<file path="config.mk">
export PLATFORM = sky130hd
export DESIGN_NAME = ftsf_flags
export DESIGN_NICKNAME = d
export VERILOG_FILES = /design/src/shared/ftsf_pkg.sv /design/src/ftsf_flags.sv
export VERILOG_INCLUDE_DIRS = /design/src /design/src/shared
export SDC_FILE = /design/constraint.sdc
export NUM_CORES = 1
export LEC_CHECK = 0
export ABC_AREA = 1
export ABC_CLOCK_PERIOD_IN_PS = 900
export BUFFER_PORTS_ARGS = -buffer_cell sky130_fd_sc_hd__buf_4
export CORE_MARGIN = 2
export CORE_UTILIZATION = 48
export CTS_CLUSTER_DIAMETER = 80
export DETAILED_ROUTE_END_ITERATION = 8
export GPL_TIMING_DRIVEN = 0
export PLACE_DENSITY = 0.74
export SYNTH_ARGS = -nofsm -noshare
export SYNTH_HDL_FRONTEND = slang
export SYNTH_SLANG_ARGS = --single-unit
</file>
<file path="constraint.sdc">
create_clock -name core_clk_i -period 0.9 [get_ports core_clk_i]
set_input_delay 0.18 -clock core_clk_i [delete_from_list [all_inputs] [get_ports core_clk_i]]
set_output_delay 0.18 -clock core_clk_i [all_outputs]
set_load 0.02 [all_outputs]
</file>
<file path="src/shared/ftsf_params.svh">
`ifndef FTSF_PARAMS_SVH
`define FTSF_PARAMS_SVH
// Register offsets within the device map
`define FTSF_OFS_REG_FAULT  8'hB3
`define FTSF_OFS_CRIT_TEMP  8'hB4
`define FTSF_OFS_HOT_TEMP   8'hB5
`define FTSF_OFS_OVERCUR    8'hB6
// Reset value of every flag register
`define FTSF_RST_FLAGS      8'h00
// Writable flag masks; other bits are reserved
`define FTSF_MSK_REG_FAULT  8'h19
`define FTSF_MSK_TEMP       8'h1F
`define FTSF_MSK_OVERCUR    8'h07
// Field positions
`define FTSF_BIT_RAIL_A1    4
`define FTSF_BIT_TERM       3
`define FTSF_BIT_RAIL_A3    0
`define FTSF_BIT_CTRL6      2
`define FTSF_BIT_CTRL2      1
`define FTSF_BIT_CTRL1      0
`define FTSF_NUM_SENSORS    5
`endif

</file>
<file path="src/shared/ftsf_pkg.sv">
`default_nettype none
package ftsf_pkg;
	// One register access from the serial-interface front end
	typedef struct packed {
		logic       wr;
		logic       rd;
		logic [7:0] addr;
		logic [7:0] wdata;
	} ftsf_req_t;

	// Detector outputs, one bit per analog comparator
	typedef struct packed {
		logic       rail_a1_regulation_lost;
		logic       termination_regulation_lost;
		logic       rail_a3_regulation_lost;
		logic [4:0] sensor_critical;  // Index = register bit
		logic [4:0] sensor_warm;
		logic       controller6_lowside_overcurrent;
		logic       controller2_lowside_overcurrent;
		logic       controller1_lowside_overcurrent;
	} ftsf_det_t;
endpackage
`default_nettype wire

</file>
<file path="src/ftsf_flags.sv">
`include "ftsf_params.svh"
`default_nettype none
module ftsf_flags #(
	parameter int NUM_SENSORS = `FTSF_NUM_SENSORS
) (
	input  wire logic                core_clk_i,
	input  wire logic                rst_n_i,
	input  wire ftsf_pkg::ftsf_req_t req_i,
	input  wire ftsf_pkg::ftsf_det_t det_i,
	output logic [7:0]               rdata_o,
	output logic                     rvalid_o
);
	// The field map is fixed to five sensors; refuse any other count
	if (NUM_SENSORS != `FTSF_NUM_SENSORS) begin : g_bad_sensors
		$error("ftsf_flags serves exactly five sensors");
	end

	logic [7:0] reg_fault;
	logic [7:0] crit_temp;
	logic [7:0] hot_temp;
	logic [7:0] overcur;
	logic [7:0] ev_reg;
	logic [7:0] ev_crit;
	logic [7:0] ev_hot;
	logic [7:0] ev_oc;

	// Decoded clear pattern: ones only where the write hits a flag bit
	function automatic logic [7:0] clr_bits(input ftsf_pkg::ftsf_req_t r,
			input logic [7:0] ofs, input logic [7:0] msk);
		clr_bits = (r.wr && r.addr == ofs) ? (r.wdata & msk) : 8'h00;
	endfunction

	// Sticky update; set term is ORed last so an event beats a clear
	function automatic logic [7:0] next_flags(input logic [7:0] cur,
			input logic [7:0] clr, input logic [7:0] ev,
			input logic [7:0] msk);
		next_flags = ((cur & ~clr) | ev) & msk;
	endfunction

	// Map detector lines to register bit positions
	always_comb begin
		ev_reg = 8'h00;
		ev_reg[`FTSF_BIT_RAIL_A1] = det_i.rail_a1_regulation_lost;
		ev_reg[`FTSF_BIT_TERM] = det_i.termination_regulation_lost;
		ev_reg[`FTSF_BIT_RAIL_A3] = det_i.rail_a3_regulation_lost;
		ev_crit = {3'h0, det_i.sensor_critical};
		ev_hot = {3'h0, det_i.sensor_warm};
		ev_oc = 8'h00;
		ev_oc[`FTSF_BIT_CTRL6] = det_i.controller6_lowside_overcurrent;
		ev_oc[`FTSF_BIT_CTRL2] = det_i.controller2_lowside_overcurrent;
		ev_oc[`FTSF_BIT_CTRL1] = det_i.controller1_lowside_overcurrent;
	end

	// Regulation fault flags; reserved bits masked off so they stay 0
	always_ff @(posedge core_clk_i or negedge rst_n_i) begin
		if (!rst_n_i) begin
			reg_fault <= `FTSF_RST_FLAGS;
		end else begin
			reg_fault <= next_flags(reg_fault,
				clr_bits(req_i, `FTSF_OFS_REG_FAULT, `FTSF_MSK_REG_FAULT),
				ev_reg, `FTSF_MSK_REG_FAULT);
		end
	end

	// Critical temperature flags
	always_ff @(posedge core_clk_i or negedge rst_n_i) begin
		if (!rst_n_i) begin
			crit_temp <= `FTSF_RST_FLAGS;
		end else begin
			crit_temp <= next_flags(crit_temp,
				clr_bits(req_i, `FTSF_OFS_CRIT_TEMP, `FTSF_MSK_TEMP),
				ev_crit, `FTSF_MSK_TEMP);
		end
	end

	// Warm temperature flags
	always_ff @(posedge core_clk_i or negedge rst_n_i) begin
		if (!rst_n_i) begin
			hot_temp <= `FTSF_RST_FLAGS;
		end else begin
			hot_temp <= next_flags(hot_temp,
				clr_bits(req_i, `FTSF_OFS_HOT_TEMP, `FTSF_MSK_TEMP),
				ev_hot, `FTSF_MSK_TEMP);
		end
	end

	// Overcurrent flags
	always_ff @(posedge core_clk_i or negedge rst_n_i) begin
		if (!rst_n_i) begin
			overcur <= `FTSF_RST_FLAGS;
		end else begin
			overcur <= next_flags(overcur,
				clr_bits(req_i, `FTSF_OFS_OVERCUR, `FTSF_MSK_OVERCUR),
				ev_oc, `FTSF_MSK_OVERCUR);
		end
	end

	// Registered read port; unmapped offsets read zero so other
	// registers of the map can be muxed in by the front end
	always_ff @(posedge core_clk_i or negedge rst_n_i) begin
		if (!rst_n_i) begin
			rdata_o <= `FTSF_RST_FLAGS;
			rvalid_o <= 1'b0;
		end else begin
			rvalid_o <= req_i.rd;
			if (!req_i.rd)
				rdata_o <= 8'h00;
			else if (req_i.addr == `FTSF_OFS_REG_FAULT)
				rdata_o <= reg_fault;
			else if (req_i.addr == `FTSF_OFS_CRIT_TEMP)
				rdata_o <= crit_temp;
			else if (req_i.addr == `FTSF_OFS_HOT_TEMP)
				rdata_o <= hot_temp;
			else if (req_i.addr == `FTSF_OFS_OVERCUR)
				rdata_o <= overcur;
			else
				rdata_o <= 8'h00;
		end
	end

	// Each sensor owns the same bit in both temperature registers, so
	// a wiring slip between the two vectors shows up here first
	for (genvar s = 0; s < NUM_SENSORS; s++) begin : g_sensor_chk

	end
endmodule
`default_nettype wire

</file>
==> results of run 1 <==
[repair_timing]
action	4_1_cts	5_1_grt
gates resized for setup	7	4
hold buffers	1	0
cloned	0	1
buffers inserted	0	7
pin swaps	0	7
setup endpoints to repair	9	20
endpoints found under the hold margin	22	0
[metal layers]
| layer | up-vias | track usage [%] | share of wire, % |
|---|---|---|---|
| li1 | 570 | - | - |
| met1 | 508 | 20.7 | 42 |
| met2 | 26 | 36.2 | 53 |
| met3 | 4 | 2.78 | 3.7 |
| met4 | 0 | 5.98 | 0.97 |
| met5 | - | 0 | 0 |
[cell usage after synthesis (all sizes together)]
cell type	n
nor3	1
conb	1
nand3b	2
nand3	15
nand4	3
nor2	15
buf	5
inv	29
nand2	64
o21ai	1
dfrtp	22
[cell type report]
| class | count | area share, % |
|---|---|---|
| repair buffers | 47 | 22.4 |
| multi-input cells | 104 | 31.8 |
| inverters | 29 | 6.96 |
| clock buffers | 3 | 1.35 |
| flip-flops and latches | 22 | 32.9 |
| well taps | 30 | 2.24 |
| plain buffers | 5 | 2.32 |
[flip-flops by register name, summed over array words and instances, names as in the netlist]
register,cells
reg_fault,3
rvalid_o,1
overcur,3
crit_temp,5
hot_temp,5
rdata_o,5
[per-stage QoR]
stage	power (mW)	setup WS, ps	hold slack [ps]	util, %	setup TNS, ps
detailed placement	1.28	-340	79.3	64.0	-5920
floorplan	1.12	-51.2	-116	-	-665
finish	1.72	-113	34.1	69.4	-606
CTS	1.73	-112	19.7	66.4	-654
global route	1.81	-155	21.8	69.4	-911
global placement	1.27	-329	79.0	64.0	-5690
[kinds of logic (layout without fill, tap and decap cells)]
logic type,count (synthesis),after routing,synth area share [%]
other,1,3,0.314
AOI/OAI and AO/OA,1,1,0.418
and+or+nand+nor,100,100,41.2
DFF,22,22,46.0
buffers and inverters,34,84,12.0
[power breakdown]
part / switching [mW] / internal (mW) / total [mW]
Clock: 0.282 / 0.156 / 0.438
Combinational: 0.145 / 0.146 / 0.291
Sequential: 0.00208 / 0.992 / 0.995
[path summary, 6_finish.rpt]
kind | from | end | slack, ps | cells past startpoint
max in group asynchronous | rst_n_i | overcur[1] | 390 | 2
setup / recovery | rdata_o[4] | rdata_o[4] | -110 | 1
min in group asynchronous | rst_n_i | hot_temp[3] | 290 | 2
setup reg to reg | crit_temp[0] | rdata_o[0] | 90 | 4
hold reg to reg | hot_temp[2] | hot_temp[2] | 480 | 2
hold / removal | req_i[16] | rvalid_o | 30 | 1
==> metrics.md, run 1 <==
| Metric | Value |
|---|---|
| DR vias | 1,108 |
| Post-route clock period utilization | 113% |
| Area taken by flip-flops and latches | 551 µm² |
| Final setup violation count | 6 |
| Cell types occupying the most area after synthesis | sky130_fd_sc_hd__dfrtp_1, sky130_fd_sc_hd__nand2_1, sky130_fd_sc_hd__inv_1, sky130_fd_sc_hd__nand3_1, sky130_fd_sc_hd__nor2_4 |
| Num ports | 45 |
| Critical path's largest stage delay | approximately 400 ps |
| Startpoint types | register |
| Clock buffers created by TritonCTS | 3 |
| Number of buffers and inverters on the critical path | 1 |
| Post-route DRC violation count | 0 |
| Chip Width | 53.9 µm |
| Count of input and output buffers | 38 |
| Routed wire per std cell | 10.8 µm |
| Remaining global-route overflow | 0 |
| Number of warnings issued by yosys | 0 |
| CTS clk-pin slew, worst paths | 120 ps |
| Height of the die | about 54 µm |
| Number of different library cells in the post-synthesis netlist | 16 |
| Die Area | 2910 µm² |
| Antenna Nets Post-Route | 0 |
| Data arrival time of the critical path | ~830 ps |
| Status | finished, violations left |
| Sequential element share of the synthesized area | 46.0% |
| Vias per std cell | 4.62 |
| Violations in the final reports | setup timing |
| Highest fanout seen on the critical path | 1 |
| Cells along the critical path | buf_6 |
| Number of detailed-routing iterations run before antenna repair | 4 |
| Worst endpoint required time | approximately 720 ps |
| Cell type with the highest aggregate area in the netlist | sky130_fd_sc_hd__dfrtp_1 |
| Number of antenna violations at the first check in global routing | 0 |
| Power density over cell area | 1030 nW/µm² |
| Vias in the first global route | 1,031 |
| Worst-skew pair later-pin latency | roughly 300 ps |
| Placed Instance Area | 1540 µm² |
| Synthesized area divided by synthesized cell count | 7.57 µm² |
| Number of nets in the layout | 248 |
| Proportion of layout cells with a drive suffix above 1 | 33.3% |
| Final worst path period need | between 1000 and 1500 ps |
| Initial cell density of the core | 49.6% |
| Final Worst Setup Slack | -113 ps |
| Dpl cells | roughly 230 |
| Most common cell after layout, fill and taps aside | sky130_fd_sc_hd__nand2_1 |
| Number of filler instances in the final layout | 192 |
| Routability congestion estimate from global placement | just over 0.8 |
| Max-slew violations | 0 |
| Diode insertion count for antenna repair | 0 |
| Post-synthesis instance area | 1200 µm² |
| Type of the worst min-delay path | in -> reg |
| TritonCTS Sinks | 22 |
| Design Area, Final | 1670 µm² |
| Final non-filler cell total | 240 |
| Post-Synthesis Cells | roughly 160 |
| Crit-path slowest cell | sky130_fd_sc_hd__dfrtp_1 |
| Max-cap check violation count | 0 |
| Final Hold Violating Endpoints | 0 |
| Synthesis-to-finish area growth | 39.9% |
| Total wire length | 2.58 mm |
| Type of destination of the critical path | output pin |
| CTS root buffer | sky130_fd_sc_hd__clkbuf_4 |
| Unrepaired setup endpoints after global routing | true |
| Wire length of the first global-routing pass | 4.00 mm |
| Worst VDD drop | 906 µV |
| Half-perimeter wire length after placement | 2.01 mm |
| Pin count of the biggest net entering global routing | 23 |
| Std-Cell Core Area | 2410 µm² |
| Maximum operating frequency | 987 MHz |
| Family with the most delay on the worst path | flip-flops |
| Number of buffers on the longest clock path | 2 |
| TritonCTS clock tree | yes |
| Yosys reg bits | 22 |
| Detailed Route Iter0 Violations | 15 |
| Total Routing Usage GR | 18.8% |
| Commonest cells after routing, fill and taps aside | sky130_fd_sc_hd__nand2_1, sky130_fd_sc_hd__buf_4, sky130_fd_sc_hd__inv_1 |
| Area fraction of the dominant cell type after synthesis | 46.0% |
| Number of placement rows | 18 |
| Static leakage | roughly 1 nW |
| WS Path Type | reg -> out |
| Area of combinational cells with multiple inputs | 532 µm² |
| Clock H-tree levels | 1 |
| Setup Skew | 7.69 ps |
Power figures use the tool's default switching activity.
==> run 2: changes to the inputs <==
--- a/config.mk
+++ b/config.mk
@@ -16,4 +16,5 @@
 export GPL_TIMING_DRIVEN = 0
 export PLACE_DENSITY = 0.74
+export SLEW_MARGIN = 40
 export SYNTH_ARGS = -nofsm -noshare
 export SYNTH_HDL_FRONTEND = slang
==> constraint.sdc (replaced) <==
create_clock -name core_clk_i -period 0.9 [get_ports core_clk_i]
set_input_delay 0.135 -clock core_clk_i [delete_from_list [all_inputs] [get_ports core_clk_i]]
set_output_delay 0.135 -clock core_clk_i [all_outputs]
set_load 0.02 [all_outputs]
==> run 2 against run 1 <==
Sequential share of layout area is 3.0 points lower. Highest routed layer unchanged. Worst hold slack lost 17 ps. The run still ends with setup timing left. Wire length increased by 14%.
==> metrics.md, run 2 (synthesized netlist as in run 1, its figures left out) <==
| Metric | Value |
|---|---|
| Status | finished, violations left |
| Violations in the final reports | setup timing |
| Data arrival time of the critical path | 850 ps |
| Setup Total Neg Slack | -480 ps |
| CTS clk-pin slew, worst paths | 130 ps |
| Finished Core Util | 76.5% |
| Worst-skew pair later-pin latency | around 320 ps |
| Number of placement rows | 18 |
| Worst VDD drop | 1150 µV |
| Highest fanout seen on the critical path | 1 |
| Final Hold Violating Endpoints | 0 |
| Setup Skew | 3.34 ps |
| Detailed Route Iter0 Violations | 18 |
| Clock buffers created by TritonCTS | 3 |
| Chip Width | 53.9 µm |
| Critical path's largest stage delay | 400 ps |
| Half-perimeter wire length after placement | 1.99 mm |
| Design Area, Final | 1840 µm² |
| Startpoint types | register |
| Family with the most delay on the worst path | flip-flops |
| Num ports | 45 |
| Max-slew violations | 0 |
| Final worst path period need | 989 ps |
| Wire length of the first global-routing pass | 4.72 mm |
| WS Path Type | reg -> out |
| Initial cell density of the core | 49.6% |
| Post-route DRC violation count | 0 |
| Routability congestion estimate from global placement | 0.888 |
| Vias in the first global route | 1,201 |
| Std-Cell Core Area | 2410 µm² |
| Synthesis-to-finish area growth | 54.1% |
| Power density over cell area | 1150 nW/µm² |
| Die Area | about 2900 µm² |
| TritonCTS clock tree | yes |
| Commonest cells after routing, fill and taps aside | sky130_fd_sc_hd__nand2_1, sky130_fd_sc_hd__buf_4, sky130_fd_sc_hd__inv_1 |
| Clock H-tree levels | 1 |
| Count of input and output buffers | 38 |
| Crit-path slowest cell | sky130_fd_sc_hd__dfrtp_1 |
| Proportion of layout cells with a drive suffix above 1 | 31.3% |
| Worst endpoint required time | roughly 760 ps |
| Pin count of the biggest net entering global routing | 23 |
| Cells along the critical path | buf_6 |
| Unrepaired setup endpoints after global routing | true |
| Max-cap check violation count | 0 |
| Vias per std cell | 4.72 |
| Number of antenna violations at the first check in global routing | 0 |
| TritonCTS Sinks | 22 |
| Number of detailed-routing iterations run before antenna repair | 4 |
| Diode insertion count for antenna repair | 0 |
| Final non-filler cell total | 254 |
| Most common cell after layout, fill and taps aside | sky130_fd_sc_hd__nand2_1 |
| Antenna Nets Post-Route | 0 |
| Number of buffers on the longest clock path | 2 |
| Leading registers by flop count | crit_temp: 5 flops, hot_temp: 5 flops, rdata_o: 5 flops |
| Placed Instance Area | 1530 µm² |
| DR vias | between 1,000 and 1,500 |
| Remaining global-route overflow | 0 |
| Maximum operating frequency | between 1000 and 1500 MHz |
| Total wire length | just under 3 mm |
| Type of the worst min-delay path | in -> reg |
| Static leakage | 1.06 nW |
| Height of the die | approximately 54 µm |
| Number of nets in the layout | 261 |
| Type of destination of the critical path | output pin |
| CTS root buffer | sky130_fd_sc_hd__clkbuf_4 |
| Post-route clock period utilization | 110% |
| Total Routing Usage GR | 22.9% |
| Final setup violation count | 6 |
| Dpl cells | 228 |
| Number of buffers and inverters on the critical path | 1 |
| Routed wire per std cell | between 10 and 15 µm |
| Final Worst Setup Slack | -88.6 ps |
run 2: changes by cell type in the layout (fill, tap and decap cells not counted):
cell,delta
sky130_fd_sc_hd__inv_2,+1
sky130_fd_sc_hd__dlygate4sd3_1,+16
sky130_fd_sc_hd__nand3_2,+1
sky130_fd_sc_hd__nand3_1,-1
sky130_fd_sc_hd__bufinv_16,+1
sky130_fd_sc_hd__inv_8,-1
sky130_fd_sc_hd__inv_1,-1
sky130_fd_sc_hd__inv_4,+1
sky130_fd_sc_hd__buf_2,-1
sky130_fd_sc_hd__buf_4,-2
run 2: final cells by class:
type,instances,area [µm²]
buffer,5,38.8
inverter,29,111
clock buffer,3,22.5
sequential,22,551
timing repair buffer,60,515
clock inverter,1,30.0
fill,177,567
tap,30,37.5
multi-input combinational,104,537
run 2: path summary, 6_finish.rpt:
kind | cells past startpoint | startpoint | endpoint | slack [ps]
setup / recovery | 1 | rdata_o[2] | rdata_o[2] | -90
hold / removal | 3 | det_i[13] | reg_fault[0] | 20
setup reg to reg | 4 | hot_temp[0] | rdata_o[0] | 20
hold reg to reg | 2 | hot_temp[2] | hot_temp[2] | 490
max in group asynchronous | 2 | rst_n_i | overcur[1] | 450
min in group asynchronous | 2 | rst_n_i | reg_fault[4] | 230
run 2: timing repair:
item	4_1_cts	5_1_grt
buffers inserted	0	5
hold buffers	17	0
gates resized for setup	6	8
pin swaps	0	10
gates cloned	0	0
setup endpoints to repair	6	17
hold endpoints to repair	38	0
run 2: where the power goes:
group | switching (mW) | internal [mW] | total (mW)
clock | 0.326 | 0.451 | 0.776
combinational | 0.158 | 0.187 | 0.345
sequential | 0.00221 | 0.993 | 0.995
run 2: through the flow:
step	hold slack [ps]	power, mW	setup WS, ps
finish	17.2	2.12	-88.6
global route	27.8	2.20	-126
CTS	4.08	2.12	-94.9
detailed placement	39.9	1.28	-283
global placement	33.7	1.27	-281
floorplan	-161	1.12	-10.4
run 2: routing by layer:
| metal | vias up | GRT usage [%] | part of all wire, % |
|---|---|---|---|
| met2 | 51 | 42.7 | 52 |
| met5 | - | 0 | 0 |
| met4 | 0 | 11.1 | 1.8 |
| li1 | 598 | - | - |
| met3 | 7 | 2.50 | 5.6 |
| met1 | 542 | 25.5 | 40 |
